==> src/rtl/gcr_params.svh <==
`ifndef GCR_PARAMS_SVH
`define GCR_PARAMS_SVH

`define GCR_CFG_ADDR      7'h00
`define GCR_WR_FLAG       8'h80
`define GCR_CFG_W         10
`define GCR_CFG_RESET     10'h101
`define GCR_OTP_MASK      10'h006
`define GCR_B_VREF        0
`define GCR_B_RSENSE      1
`define GCR_B_CHOP        2
`define GCR_B_SHAFT       3
`define GCR_B_IDX_OTPW    4
`define GCR_B_IDX_STEP    5
`define GCR_B_PDN_DIS     6
`define GCR_B_MSTEP_REG   7
`define GCR_B_FILT        8
`define GCR_B_TEST        9

`endif

==> src/rtl/gcr_pkg.sv <==
`include "gcr_params.svh"

package gcr_pkg;

	typedef enum logic [1:0] {
		GCR_IDX_FIRST_POS,
		GCR_IDX_OTPW,
		GCR_IDX_STEP
	} gcr_index_src_e;

	typedef logic [`GCR_CFG_W-1:0] gcr_cfg_t;

endpackage : gcr_pkg

==> src/rtl/gcr_sync.sv <==
`timescale 1ns/1ns
`default_nettype none

module gcr_sync #(
	parameter int WIDTH = 1
) (
	input  wire logic             clk,
	input  wire logic             rst_n,
	input  wire logic [WIDTH-1:0] async_in,
	output logic      [WIDTH-1:0] sync_out
);

	logic [WIDTH-1:0] meta_q;
	logic [WIDTH-1:0] meta_d;
	logic [WIDTH-1:0] sync_q;
	logic [WIDTH-1:0] sync_d;

	// First stage feeds only the second stage
	always_comb begin
		meta_d = async_in;
		sync_d = meta_q;
	end

	always_ff @(posedge clk or negedge rst_n) begin
		if (!rst_n) begin
			meta_q <= '0;
			sync_q <= '0;
		end else begin
			meta_q <= meta_d;
			sync_q <= sync_d;
		end
	end

	assign sync_out = sync_q;

endmodule : gcr_sync

`default_nettype wire

==> src/rtl/gcr_index.sv <==
`timescale 1ns/1ns
`default_nettype none

module gcr_index (
	input  wire logic                   clk,
	input  wire logic                   rst_n,
	input  wire gcr_pkg::gcr_index_src_e src,
	input  wire logic                   first_pos,
	input  wire logic                   otpw_flag,
	input  wire logic                   step_pulse,
	output logic                        index_out
);

	logic tog_q;
	logic tog_d;
	logic idx_q;
	logic idx_d;

	always_comb begin
		tog_d = tog_q ^ step_pulse; // [RL10]
		case (src)
			gcr_pkg::GCR_IDX_FIRST_POS: idx_d = first_pos; // [RL9]
			gcr_pkg::GCR_IDX_OTPW:      idx_d = otpw_flag; // [RL9]
			gcr_pkg::GCR_IDX_STEP:      idx_d = tog_q; // [RL10]
			default:                    idx_d = first_pos;
		endcase
	end

	always_ff @(posedge clk or negedge rst_n) begin
		if (!rst_n) begin
			tog_q <= 1'b0;
			idx_q <= 1'b0;
		end else begin
			tog_q <= tog_d;
			idx_q <= idx_d;
		end
	end

	assign index_out = idx_q;

	step_toggle_a: assert property ( // [RL10]
		@(posedge clk) disable iff (!rst_n)
		step_pulse |=> tog_q != $past(tog_q))
		else $error("Step pulse did not toggle marker");

	step_shown_a: assert property ( // [RL10]
		@(posedge clk) disable iff (!rst_n)
		src == gcr_pkg::GCR_IDX_STEP |=> idx_q == $past(tog_q))
		else $error("Marker not showing step toggle");

endmodule : gcr_index

`default_nettype wire

==> src/rtl/gcr_global_config.sv <==
`timescale 1ns/1ns
`default_nettype none
`include "gcr_params.svh"

// How it works
// [RL1] All bits reset to zero unless a bit names another default.
// [RL2] Writes use address plus 0x80; reads use the plain address.
// [RL3] Ten bits at 0x00; bit 0 resets to 1, selects reference source.
// [RL4] Bit 1 loads from OTP; internal sense, reference pin pulled low.
// [RL5] Bit 2 loads from OTP; 0 quiet chopper, 1 current chopper.
// [RL6] High chopper pin inverts bit 2 on variants with that pin.
// [RL7] Host enables quiet chopper first time only at standstill.
// [RL8] Bit 3 reverses rotation against the direction input.
// [RL9] Bit 4 picks first microstep position or overtemp warning marker.
// [RL10] Bit 5 makes the marker toggle on each generated step.
// [RL11] Bit 6 set makes the device ignore the power-down pin.
// [RL12] Host using the serial interface sets bit 6.
// [RL13] Bit 7 picks resolution from pins or the register field.
// [RL14] Bit 8 resets to 1, filters steps above 750Hz fullstep.
// [RL15] Bit 9 test mode: analog out on enable pin, driver enabled.
// [RL16] Bits above 9 ignore writes and read as zero.
module gcr_global_config #(
	parameter bit HAS_CHOPPER_PIN = 1'b1,
	parameter int STEP_W          = 20
) (
	input  wire logic              clk,
	input  wire logic              rst_n,
	input  wire logic              acc_valid,
	input  wire logic [7:0]        acc_addr,
	input  wire logic [31:0]       acc_wdata,
	output logic                   rd_valid,
	output logic      [31:0]       rd_data,
	input  wire logic              otp_load,
	input  wire logic              otp_rsense,
	input  wire logic              otp_chopper,
	input  wire logic              chopper_invert_pin,
	input  wire logic              resolution_select_pin_a,
	input  wire logic              resolution_select_pin_b,
	input  wire logic              pdn_pin_in,
	input  wire logic              dir_pin,
	input  wire logic              active_low_driver_enable,
	input  wire logic              first_pos,
	input  wire logic              otpw_flag,
	input  wire logic              step_pulse,
	input  wire logic [3:0]        mstep_reg_res,
	input  wire logic              fullstep_fast,
	input  wire logic [STEP_W-1:0] step_raw,
	input  wire logic [STEP_W-1:0] step_filt,
	input  wire logic [1:0]        hold_current_field,
	output logic                   use_vref_ref,
	output logic                   internal_sense_en,
	output logic                   vref_pull_low,
	output logic                   current_chopper_select,
	output logic                   quiet_chopper_en,
	output logic                   dir_eff,
	output logic                   index_out,
	output logic                   standstill_req,
	output logic                   res_from_reg,
	output logic      [3:0]        mstep_code,
	output logic                   filter_active,
	output logic      [STEP_W-1:0] step_interval_readout,
	output logic                   test_out_en,
	output logic      [1:0]        test_sel,
	output logic                   enable_pulldown_en,
	output logic                   driver_enabled
);

	function automatic logic addr_hit(
		input logic [7:0] addr,
		input logic       wr
	);
		addr_hit = addr == ({wr, `GCR_CFG_ADDR} | 8'h00);
	endfunction : addr_hit

	gcr_pkg::gcr_cfg_t cfg_q;
	gcr_pkg::gcr_cfg_t cfg_d;
	logic              rdv_q;
	logic              rdv_d;
	logic [31:0]       rdd_q;
	logic [31:0]       rdd_d;
	logic              wr_hit;
	logic              rd_hit;

	logic [5:0]        pins_s;
	logic              chop_pin_s;
	logic              ms_a_s;
	logic              ms_b_s;
	logic              pdn_s;
	logic              dir_s;
	logic              enn_s;

	gcr_sync #(
		.WIDTH (6)
	) u_sync (
		.clk      (clk),
		.rst_n    (rst_n),
		.async_in ({chopper_invert_pin, resolution_select_pin_a,
		            resolution_select_pin_b, pdn_pin_in, dir_pin,
		            active_low_driver_enable}),
		.sync_out (pins_s)
	);

	assign chop_pin_s = pins_s[5];
	assign ms_a_s     = pins_s[4];
	assign ms_b_s     = pins_s[3];
	assign pdn_s      = pins_s[2];
	assign dir_s      = pins_s[1];
	assign enn_s      = pins_s[0];

	// Register access
	assign wr_hit = acc_valid && addr_hit(acc_addr, 1'b1); // [RL2]
	assign rd_hit = acc_valid && addr_hit(acc_addr, 1'b0); // [RL2]

	always_comb begin
		cfg_d = cfg_q;
		// OTP bits land once the trim read completes; a host write wins
		if (otp_load) begin
			cfg_d[`GCR_B_RSENSE] = otp_rsense; // [RL4]
			cfg_d[`GCR_B_CHOP]   = otp_chopper; // [RL5]
		end
		if (wr_hit) begin
			cfg_d = acc_wdata[`GCR_CFG_W-1:0]; // [RL16]
		end
		rdv_d = rd_hit;
		rdd_d = rd_hit ? {22'h0, cfg_q} : 32'h0; // [RL16]
	end

	always_ff @(posedge clk or negedge rst_n) begin
		if (!rst_n) begin
			cfg_q <= `GCR_CFG_RESET; // [RL1] [RL3] [RL14]
			rdv_q <= 1'b0;
			rdd_q <= 32'h0;
		end else begin
			cfg_q <= cfg_d;
			rdv_q <= rdv_d;
			rdd_q <= rdd_d;
		end
	end

	assign rd_valid = rdv_q;
	assign rd_data  = rdd_q;

	// Effects of the configuration on the driver
	logic              vref_q;
	logic              vref_d;
	logic              rsns_q;
	logic              rsns_d;
	logic              chop_q;
	logic              chop_d;
	logic              dir_q;
	logic              dir_d;
	logic              stand_q;
	logic              stand_d;
	logic              rsel_q;
	logic              rsel_d;
	logic [3:0]        mcode_q;
	logic [3:0]        mcode_d;
	logic              filt_q;
	logic              filt_d;
	logic [STEP_W-1:0] step_interval_readout_q;
	logic [STEP_W-1:0] step_interval_readout_d;
	logic              test_q;
	logic              test_d;
	logic [1:0]        tsel_q;
	logic [1:0]        tsel_d;
	logic              drv_q;
	logic              drv_d;

	always_comb begin
		vref_d  = cfg_q[`GCR_B_VREF]; // [RL3]
		rsns_d  = cfg_q[`GCR_B_RSENSE]; // [RL4]
		// Pin only counts on variants that bond it out
		chop_d  = cfg_q[`GCR_B_CHOP] ^ (HAS_CHOPPER_PIN & chop_pin_s); // [RL5] [RL6]
		dir_d   = dir_s ^ cfg_q[`GCR_B_SHAFT]; // [RL8]
		// Shared pin carries serial traffic when bit 6 is set
		stand_d = !cfg_q[`GCR_B_PDN_DIS] && pdn_s; // [RL11] [RL12]
		rsel_d  = cfg_q[`GCR_B_MSTEP_REG]; // [RL13]
		mcode_d = rsel_d ? mstep_reg_res : {2'b00, ms_b_s, ms_a_s}; // [RL13]
		filt_d  = cfg_q[`GCR_B_FILT] && fullstep_fast; // [RL14]
		step_interval_readout_d = filt_d ? step_filt : step_raw; // [RL14]
		test_d  = cfg_q[`GCR_B_TEST]; // [RL15]
		tsel_d  = test_d ? hold_current_field : 2'b00; // [RL15]
		drv_d   = test_d || !enn_s; // [RL15]
	end

	always_ff @(posedge clk or negedge rst_n) begin
		if (!rst_n) begin
			vref_q  <= 1'b0;
			rsns_q  <= 1'b0;
			chop_q  <= 1'b0;
			dir_q   <= 1'b0;
			stand_q <= 1'b0;
			rsel_q  <= 1'b0;
			mcode_q <= 4'h0;
			filt_q  <= 1'b0;
			step_interval_readout_q <= '0;
			test_q  <= 1'b0;
			tsel_q  <= 2'h0;
			drv_q   <= 1'b0;
		end else begin
			vref_q  <= vref_d;
			rsns_q  <= rsns_d;
			chop_q  <= chop_d;
			dir_q   <= dir_d;
			stand_q <= stand_d;
			rsel_q  <= rsel_d;
			mcode_q <= mcode_d;
			filt_q  <= filt_d;
			step_interval_readout_q <= step_interval_readout_d;
			test_q  <= test_d;
			tsel_q  <= tsel_d;
			drv_q   <= drv_d;
		end
	end

	assign use_vref_ref           = vref_q;
	assign internal_sense_en      = rsns_q;
	assign vref_pull_low          = rsns_q; // [RL4]
	assign current_chopper_select = chop_q;
	// Quiet mode should first come on at standstill; host's duty
	assign quiet_chopper_en       = !chop_q; // [RL5] [RL7]
	assign dir_eff                = dir_q;
	assign standstill_req         = stand_q;
	assign res_from_reg           = rsel_q;
	assign mstep_code             = mcode_q;
	assign filter_active          = filt_q;
	assign step_interval_readout  = step_interval_readout_q;
	assign test_out_en            = test_q;
	assign test_sel               = tsel_q;
	assign enable_pulldown_en     = !test_q; // [RL15]
	assign driver_enabled         = drv_q;

	gcr_pkg::gcr_index_src_e idx_src;

	always_comb begin
		if (cfg_q[`GCR_B_IDX_STEP]) begin
			idx_src = gcr_pkg::GCR_IDX_STEP; // [RL10]
		end else if (cfg_q[`GCR_B_IDX_OTPW]) begin
			idx_src = gcr_pkg::GCR_IDX_OTPW; // [RL9]
		end else begin
			idx_src = gcr_pkg::GCR_IDX_FIRST_POS; // [RL9]
		end
	end

	gcr_index u_index (
		.clk        (clk),
		.rst_n      (rst_n),
		.src        (idx_src),
		.first_pos  (first_pos),
		.otpw_flag  (otpw_flag),
		.step_pulse (step_pulse),
		.index_out  (index_out)
	);

	reset_defaults_a: assert property ( // [RL1]
		@(posedge clk) disable iff (!rst_n)
		$rose(rst_n) |-> cfg_q == 10'h101)
		else $error("Config reset value wrong");

	write_offset_a: assert property ( // [RL2]
		@(posedge clk) disable iff (!rst_n)
		acc_valid && acc_addr == 8'h80 |=> cfg_q == $past(acc_wdata[9:0]))
		else $error("Write at 0x80 not stored");

	read_plain_a: assert property ( // [RL2]
		@(posedge clk) disable iff (!rst_n)
		acc_valid && acc_addr == 8'h00 |=> rd_valid && rd_data[9:0] == $past(cfg_q))
		else $error("Read at 0x00 wrong");

	no_write_read_a: assert property ( // [RL2]
		@(posedge clk) disable iff (!rst_n)
		acc_valid && acc_addr != 8'h80 && !otp_load |=> $stable(cfg_q))
		else $error("Config changed without write");

	upper_zero_a: assert property ( // [RL16]
		@(posedge clk) disable iff (!rst_n)
		rd_valid |-> rd_data[31:10] == 22'h0)
		else $error("Upper read bits not zero");

	otp_load_a: assert property ( // [RL4]
		@(posedge clk) disable iff (!rst_n)
		otp_load && !acc_valid |=> cfg_q[2:1] == {$past(otp_chopper), $past(otp_rsense)})
		else $error("OTP bits not loaded");

	chopper_inv_a: assert property ( // [RL6]
		@(posedge clk) disable iff (!rst_n)
		##1 current_chopper_select == ($past(cfg_q[2]) ^ (HAS_CHOPPER_PIN & $past(chop_pin_s))))
		else $error("Chopper select not inverted by pin");

	dir_invert_a: assert property ( // [RL8]
		@(posedge clk) disable iff (!rst_n)
		##1 dir_eff == ($past(dir_s) ^ $past(cfg_q[3])))
		else $error("Direction not inverted");

	pdn_ignore_a: assert property ( // [RL11]
		@(posedge clk) disable iff (!rst_n)
		cfg_q[6] |=> !standstill_req)
		else $error("Power-down pin not ignored");

	res_source_a: assert property ( // [RL13]
		@(posedge clk) disable iff (!rst_n)
		cfg_q[7] |=> mstep_code == $past(mstep_reg_res))
		else $error("Resolution not from register");

	filter_off_a: assert property ( // [RL14]
		@(posedge clk) disable iff (!rst_n)
		!cfg_q[8] |=> !filter_active && step_interval_readout == $past(step_raw))
		else $error("Filter active while disabled");

	test_enable_a: assert property ( // [RL15]
		@(posedge clk) disable iff (!rst_n)
		cfg_q[9] |=> driver_enabled && !enable_pulldown_en && test_out_en)
		else $error("Test mode effects missing");

	index_otpw_a: assert property ( // [RL9]
		@(posedge clk) disable iff (!rst_n)
		cfg_q[5:4] == 2'b01 |=> index_out == $past(otpw_flag))
		else $error("Marker not showing warning flag");

endmodule : gcr_global_config

`default_nettype wire

==> config.mk <==
export PLATFORM = sky130hd
export DESIGN_NAME = gcr_global_config
export DESIGN_NICKNAME = d
export VERILOG_FILES = /design/src/rtl/gcr_pkg.sv /design/src/rtl/gcr_sync.sv /design/src/rtl/gcr_index.sv /design/src/rtl/gcr_global_config.sv
export VERILOG_INCLUDE_DIRS = /design/src /design/src/rtl
export SDC_FILE = /design/constraint.sdc
export NUM_CORES = 1
export LEC_CHECK = 0
export BUFFER_PORTS_ARGS = -buffer_cell sky130_fd_sc_hd__buf_2
export CELL_PAD_IN_SITES_DETAIL_PLACEMENT = 1
export CELL_PAD_IN_SITES_GLOBAL_PLACEMENT = 1
export CORE_MARGIN = 1
export CORE_UTILIZATION = 31
export CTS_CLUSTER_SIZE = 20
export DETAILED_ROUTE_END_ITERATION = 12
export PLACE_DENSITY_LB_ADDON = 0.1
export SLEW_MARGIN = 20
export SYNTH_ARGS = -nofsm -noshare
export SYNTH_HDL_FRONTEND = slang
export SYNTH_HIERARCHICAL = 1
export SYNTH_SLANG_ARGS = --single-unit
==> constraint.sdc <==
create_clock -name clk -period 1.63 [get_ports clk]
set_clock_uncertainty 0.15 [all_clocks]
set_input_delay 0.326 -clock clk [delete_from_list [all_inputs] [get_ports clk]]
set_output_delay 0.326 -clock clk [all_outputs]
set_load 0.005 [all_outputs]
==> flow_summary.toml, run 1 <==
[run_status]
status = "finished with violations"
violations = "setup timing"

[floorplanning]
core_area_um2 = 8180
rows = 33
dieArea_um2 = 8770
die_h_um = 93.6
start_util_pct = 31.8
io_pins = 174
dieWidth_um = 93.6

[timing]
grt_setup_unrepaired = "true"
finalWorstSetupSlack_ns = -0.0657
whs_ns = 0.0483
post-route-period-util_pct = 104
fmax_ghz = 0.590
min_period_ns = 1.70
hold_viol_final = 0
setup_viol = 10
finalMaxSlewViolations = 0
setup_tns_ns = -0.460

[worst_setup_path]
cp_top_family = "simple AND/OR/NAND/NOR gates"
path_class = "in -> reg"
worstPathBufferInverterCount = 1
slowest_delay_ns = 0.59
r2r_cells = 3
slowest_stage = "or4_1"
end_kind = "flip-flop"
crit_path_cell_trace = "buf_2 -> or4_1 -> or3_4 -> mux2_4"
r2r_end = "step_interval_readout[13]"
crit_path_start_kind = "input port"
worstPathRequired_ns = 1.70
worst_ep_arrival_time_ns = 1.76
critPathMaxFanout = 5
r2r-start = "cfg_q[8]"
rrSetupSlack_ns = 0.26

[grt]
grt_pass1_vias = 1738
grtUsageMet1_pct = 14.9
grt_max_degree = 26
grt_use_met3_pct = 5.61
track_usage_pct = 12.6
busiest_layer = "met2"
grt_pass1_wl_um = 8290
antenna_found_initial = 0
grt_use_met2_pct = 19.5
overflow = 0

[yosys]
synth_edf_count = 0
synth_top_area_share_pct = 65.4
yosysWarnings = 6
ys_top_cells_by_area = "dfrtp_1 65%, mux2_2 10%, buf_4 6.6%"
synthCells = 168
yosysMostFrequentCell = "dfrtp_1"
async_reset_ff_share_pct = 100
synth.distinct_cells = 21
syn_area_um2 = 2600
ys.flop_type = "dfrtp_1"
yosysSeqAreaShare_pct = 67.4
synth_top_area_cell = "dfrtp_1"
yosys-top-cells-count = "68 x dfrtp_1, 24 x mux2_2, 23 x buf_4"
avgSynthCellArea_um2 = 15.5
synth_seq_cells = 70

[finish]
largest_reg_flops = 20
fin_cells = 427
area_delta_synth_final_pct = 41.6
drive_above_1_share_pct = 59.0
antenna_cells = 0
nets = 421
nFillCells = 929

[route]
first_pass_iters = 3
avgRoutedWirePerCell_um = 12.3
first_iter_violations = 30
drtAntennaViolNets = 0
viasPerCell = 4.04
drcViolationCount = 0
drt_wl_total_um = 5230
vias = 1727

[place]
hpwl_um = 3920
place.gp.congestion = 0.674
port_buffers = 129
dp_cells = 403

[clock_network]
path_clk_slew_ns = 0.08
clock_latency_ns = 0.33
cts-root-buf = "clkbuf_8"
cts_buffers = 9
cts_sinks = 70
cts_max_level = 3
cts_tree = "yes"
clock_path_buffers = 2

[flow_run]
cap_viol_max_count = 0

[pwr]
irDropWorstVdd_mv = 0.551
powerDensity_nw_per_um2 = 1050
leakagePower_uw = 0.00198

[hold_path]
min_from = "first_pos"
hold-path-endpoint = "u_index/index_out"
whs_path_depth = 3
hold_class = "in -> reg"
cells by family after synthesis:
group / after synthesis / synth area share [%]
DFF: 70 / 67.4
muxes: 34 / 16.2
buffers and inverters: 33 / 8.37
and+or+nand+nor: 23 / 5.48
xor gates and xnor gates: 3 / 1.01
adders and majority gates: 2 / 0.961
AOI/OAI and AO/OA: 2 / 0.481
other: 1 / 0.144
where the power goes:
group / switching (µW) / internal [µW] / total [µW]
registers: 37.5 / 1830 / 1860
clock network: 653 / 1020 / 1670
logic: 136 / 199 / 336
total: 827 / 3050 / 3870
how the worst max path moves through the flow:
stage | endpoint | cells past startpoint | startpoint | slack (ns)
finish | cfg_q[4] | 4 | acc_addr[1] | -0.07
global route | cfg_q[1] | 4 | acc_addr[1] | -0.05
CTS | cfg_q[4] | 5 | acc_addr[5] | -0.07
detailed placement | cfg_q[3] | 5 | acc_addr[5] | -0.49
global placement | cfg_q[2] | 5 | acc_addr[5] | -0.47
floorplan | cfg_q[1] | 4 | acc_addr[5] | -0.31
through the flow:
stage / cell area, µm² / total power, µW / util, % / setup WS, ns
2_1_floorplan: 2680 / 2050 / - / -0.307
3_3_place_gp: 3330 / 2210 / 40.7 / -0.469
3_5_place_dp: 3330 / 2220 / 40.7 / -0.490
4_1_cts: 3680 / 3930 / 45.0 / -0.0740
5_1_grt: 3690 / 4050 / 45.1 / -0.0544
6_report: 3690 / 3870 / 45.1 / -0.0657
worst min-delay path, stage by stage:
cell and delay [ns]:
buf_2 0.07, nand2_1 0.04, o21ai_1 0.06
metal layers:
layer  wire (µm)  up-vias
met5           0        -
li1            -      801
met2        2640       85
met4          97        0
met3         520        9
met1        1970      832
layout make-up:
| class | instances | area [µm²] | area share [%] |
|---|---|---|---|
| Timing Repair Buffer | 143 | 805 | 21.8 |
| Tap cell | 105 | 131 | 3.56 |
| Clock buffer | 9 | 124 | 3.36 |
| Clock inverter | 7 | 120 | 3.26 |
| Multi-Input combinational cell | 87 | 729 | 19.8 |
| Sequential cell | 70 | 1750 | 47.6 |
| Inverter | 6 | 22.5 | 0.611 |
placed cells by master, fill, tap and decap left out:
master	netlist	layout
nor2b_1	2	2
clkinvlp_4	0	1
a22oi_1	1	1
xor2_1	3	3
mux2_4	10	10
buf_6	1	3
clkinv_4	0	1
ha_1	2	2
mux2_2	24	24
clkbuf_8	0	9
nand2b_1	1	1
nand2_1	2	2
dlygate4sd3_1	0	8
dfrtp_1	68	68
buf_2	0	125
nor3_1	1	1
buf_12	0	1
bufinv_16	0	3
buf_4	23	6
o21ai_1	1	1
inv_6	0	1
or3_4	0	2
or4_1	1	1
clkinv_2	0	1
and2_1	14	14
dfstp_2	2	2
conb_1	1	22
inv_1	6	6
or4b_4	0	1
timing repair:
action                     in CTS  in global routing
resized for setup               6                  3
gates cloned                    0                  1
hold buffers                    8                  0
pin swaps                       0                  2
setup endpoints to repair      10                 10
buffers inserted                0                  0
hold endpoints to repair       26                  0
Power figures use the tool's default switching activity.
==> run 2: changes to the inputs <==
--- a/config.mk
+++ b/config.mk
@@ -14,6 +14,7 @@
 export CTS_CLUSTER_SIZE = 20
 export DETAILED_ROUTE_END_ITERATION = 12
 export PLACE_DENSITY_LB_ADDON = 0.1
+export SETUP_SLACK_MARGIN = 0.05
 export SLEW_MARGIN = 20
 export SYNTH_ARGS = -nofsm -noshare
 export SYNTH_HDL_FRONTEND = slang
==> flow_summary.toml, run 2 (synthesis results as in run 1) <==
[run_status]
status = "finished with violations"
violations = "setup timing"

[timing]
finalWorstSetupSlack_ns = -0.0831
hold_viol_final = 0
whs_ns = 0.0468
fmax_ghz = 0.584
finalMaxSlewViolations = 0
min_period_ns = 1.71
post-route-period-util_pct = 105
grt_setup_unrepaired = "true"
setup_viol = 10

[finish]
multi_input_area_um2 = 718
nets = 419
area_delta_synth_final_pct = 38.2
layout_commonest_cell = "buf_2"
nFillCells = 927
drive_above_1_share_pct = 58.8
most-common-layout-cells = "127 x buf_2, 68 x dfrtp_1, 24 x mux2_2"
final_area_um2 = 3600
final_util_pct = 44.0
largest_reg_flops = 20
antenna_cells = 0
regArea_um2 = 1750

[grt]
grt_max_degree = 37
antenna_found_initial = 0
grt_pass1_vias = 1781
grt_pass1_wl_um = 8640
overflow = 0
track_usage_pct = 13.4

[clock_network]
clock_path_buffers = 2
cts_sinks = 70
clock_latency_ns = 0.34
cts_tree = "yes"
cts_buffers = 9
path_clk_slew_ns = 0.08
cts-root-buf = "clkbuf_8"
cts_max_level = 3

[route]
drcViolationCount = 0
first_iter_violations = 74
vias = 1688
viasPerCell = 3.97
drt_wl_total_um = 5390
drtAntennaViolNets = 0
first_pass_iters = 2
avgRoutedWirePerCell_um = 12.7

[floorplanning]
rows = 33
core_area_um2 = 8180
start_util_pct = 31.8
io_pins = 174
dieWidth_um = 93.6
dieArea_um2 = 8770
die_h_um = 93.6

[flow_run]
cap_viol_max_count = 0

[worst_setup_path]
slowest_stage = "or4b_4"
crit_path_cell_trace = "buf_6 -> or4b_4 -> or3_4 -> buf_12 -> mux2_4"
critPathMaxFanout = 10
worst_ep_arrival_time_ns = 1.78
end_kind = "flip-flop"
slowest_delay_ns = 0.52
crit_path_start_kind = "input port"
worstPathRequired_ns = 1.70
path_class = "in -> reg"

[place]
place.gp.congestion = 0.636
place_area_um2 = 3330
port_buffers = 129
hpwl_um = 3940

[pwr]
leakagePower_uw = 0.00194
irDropWorstVdd_mv = 0.439
powerDensity_nw_per_um2 = 953

[hold_path]
hold_class = "in -> reg"
[run 2: cell types whose count changed in the layout (fill, tap and decap cells not counted), sizes merged]
cell,before,now
or3,2,1
clkinvlp,1,3
buf,135,134
clkinv,2,3
bufinv,3,0
[run 2: where the power goes]
part           switching, µW  leakage, µW  internal (µW)  total (µW)
logic                    136     0.000990            194         330
registers               38.0     0.000869           1830        1860
clock network            678    0.0000816            553        1230
total                    852      0.00194           2570        3430
[run 2: area by class of cell]
type	instances	share of cell area (%)
sequential	70	48.8
timing repair buffer	142	22.2
clock buffer	9	3.44
tap	105	3.65
clock inverter	7	1.39
multi-input combinational	86	20.0
inverter	6	0.626
[run 2: path summary, 6_finish.rpt]
path / start / end / slack, ns / depth (start not counted)
worst min register to register: u_sync/meta_q[0] / u_sync/sync_out[0] / 0.21 / 0
max in group asynchronous: rst_n / cfg_q[8] / 0.52 / 3
worst min-delay path: mstep_reg_res[2] / mstep_code[2] / 0.05 / 2
worst max-delay path: acc_addr[5] / cfg_q[6] / -0.08 / 5
min in group asynchronous: rst_n / rd_data[7] / 0.25 / 2
worst max register to register: cfg_q[8] / step_interval_readout[11] / 0.25 / 3
[run 2: routing by layer]
layer	vias up	wire length [µm]	track usage, %
met5	-	0	0
met3	10	570	6.91
met2	88	2600	20.5
met4	0	88	5.77
li1	794	-	-
met1	796	2140	15.8
[run 2: stage by stage]
stage | power (µW) | setup WS, ns | TNS, ns | std cells
2_1_floorplan | 2050 | -0.307 | -2.99 | 189
3_3_place_gp | 2210 | -0.465 | -5.50 | 401
3_5_place_dp | 2220 | -0.480 | -5.82 | 401
4_1_cts | 3500 | -0.0607 | -0.454 | 425
5_1_grt | 3620 | -0.0719 | -0.564 | 425
6_report | 3430 | -0.0831 | -0.674 | 425
[run 2: what timing repair did]
item | CTS | global route
gates resized for setup | 3 | 0
buffers inserted | 0 | 0
setup endpoints to repair | 10 | 10
hold endpoints to repair | 26 | 0
hold buffers | 8 | 0
[run 2: worst max-delay path: cells and delay by family]
kind                   cells  cell delay (ns)
and+or+nand+nor            2             0.91
muxes                      1             0.29
buffers and inverters      2             0.25
==> run 3: changes to the inputs <==
--- a/config.mk
+++ b/config.mk
@@ -13,7 +13,9 @@
 export CORE_UTILIZATION = 31
 export CTS_CLUSTER_SIZE = 20
 export DETAILED_ROUTE_END_ITERATION = 12
+export GPL_ROUTABILITY_DRIVEN = 0
 export PLACE_DENSITY_LB_ADDON = 0.1
+export REMOVE_ABC_BUFFERS = 1
 export SETUP_SLACK_MARGIN = 0.05
 export SLEW_MARGIN = 20
 export SYNTH_ARGS = -nofsm -noshare
==> flow_summary.toml, run 3 (synthesis results as in run 1) <==
[run_status]
status = "finished with violations"
violations = "setup timing"

[clock_network]
path_clk_slew_ns = 0.07
cts_tree = "yes"
cts-root-buf = "clkbuf_8"
cts_sinks = 70
clock_path_buffers = 2
postCtsSetupRepairBufs = 0
clock_latency_ns = 0.33
cts_max_level = 3
cts_buffers = 9

[timing]
fmax_ghz = 0.582
finalWorstSetupSlack_ns = -0.0874
hold_viol_final = 0
grt_setup_unrepaired = "true"
whs_ns = 0.0528
min_period_ns = 1.72
setup_viol = 10
post-route-period-util_pct = 105
finalMaxSlewViolations = 0

[pwr]
irDropWorstVdd_mv = 0.424
p_sw_uw = 799
comb_power_share_pct = 9.0
sw_frac_of_total_pct = 21.4
p_int_uw = 2930
sequentialPowerShare_pct = 50.1
leakagePower_uw = 0.00198
pwr-share-clk_pct = 40.9
powerDensity_nw_per_um2 = 1020

[worst_setup_path]
worstPathRequired_ns = 1.70
slowest_delay_ns = 0.52
worstPathBufferInverterCount = 2
path_class = "in -> reg"
crit_path_cell_trace = "buf_6 -> or4b_4 -> or3_4 -> buf_12 -> mux2_4"
critPathMaxFanout = 10
crit_path_start_kind = "input port"
end_kind = "flip-flop"
worst_ep_arrival_time_ns = 1.78
slowest_stage = "or4b_4"
cp_top_family = "simple AND/OR/NAND/NOR gates"

[route]
avgRoutedWirePerCell_um = 12.6
first_pass_iters = 5
drcViolationCount = 0
drtAntennaViolNets = 0
vias = 1729
drt_wl_total_um = 5340
viasPerCell = 4.07
first_iter_violations = 9

[finish]
area_delta_synth_final_pct = 40.9
largest_reg_flops = 20
drive_above_1_share_pct = 59.1
final_util_pct = 44.9
multi_input_area_um2 = 722
nFillCells = 896
nets = 420
layout_commonest_cell = "buf_2"
most-common-layout-cells = "127 x buf_2, 68 x dfrtp_1, 24 x mux2_2"
regArea_um2 = 1750
antenna_cells = 0

[floorplanning]
core_area_um2 = 8180
dieWidth_um = 93.6
die_h_um = 93.6
rows = 33
io_pins = 174
dieArea_um2 = 8770
start_util_pct = 31.8

[grt]
track_usage_pct = 13.3
grt_pass1_vias = 1737
antenna_found_initial = 0
grt_pass1_wl_um = 8570
grt_max_degree = 26
overflow = 0

[place]
port_buffers = 129
post-place-ws_ns = -0.486
hpwl_um = 4110

[flow_run]
cap_viol_max_count = 0

[hold_path]
hold_class = "in -> reg"
==> run 3: power groups by stage <==
stage | combinational, µW | clock [µW] | sequential (µW)
2_1_floorplan | 104 | 0 | 1900
3_3_place_gp | 317 | 0 | 1900
3_5_place_dp | 322 | 0 | 1900
4_1_cts | 341 | 1590 | 1870
5_1_grt | 378 | 1660 | 1880
6_report | 334 | 1520 | 1870
==> run 3: cell type report <==
class | count | share of cell area (%)
tap | 105 | 3.58
clock buffer | 10 | 3.75
multi-input combinational | 86 | 19.7
timing repair buffer | 143 | 22.3
sequential | 70 | 47.8
inverter | 6 | 0.614
clock inverter | 5 | 2.25
==> run 3: final timing paths <==
check,startpoint,end,slack (ns),depth (start not counted)
max,acc_addr[5],cfg_q[9],-0.09,5
min,hold_current_field[1],test_sel[1],0.05,2
max reg2reg,cfg_q[8],step_interval_readout[12],0.28,3
min reg2reg,u_sync/meta_q[2],u_sync/sync_out[2],0.20,0
max in group asynchronous,rst_n,cfg_q[8],0.52,3
min in group asynchronous,rst_n,rd_data[5],0.29,2
==> run 3: per-layer routing <==
layer	global-route usage, %	vias to the layer above	share of wire (%)
li1	-	794	-
met1	14.2	838	35
met2	22.0	89	53
met3	6.99	8	11
met4	5.38	0	1.3
met5	0	-	0
==> run 3: worst register-to-register path, delay by kind of cell, from the launching register on <==
family / cells / cell delay (ns)
flops: 1 / 0.54
mux: 1 / 0.29
buf+inv: 1 / 0.19
simple gates: 1 / 0.07
==> run 3: timing repair <==
item | CTS | global route
hold buffers | 8 | 0
setup endpoints to repair | 10 | 10
resized for setup | 6 | 1
hold endpoints to repair | 28 | 0
==> run 3: metrics by stage <==
stage                     instances  total power (µW)  TNS [ns]  instance area [µm²]
final                           425              3720    -0.740                 3670
after global routing            425              3920    -0.618                 3670
after CTS                       425              3800    -0.561                 3660
after detailed placement        402              2230     -5.46                 3340
after global placement          402              2220     -5.28                 3340
after floorplan                 162              2010     -5.26                 2490
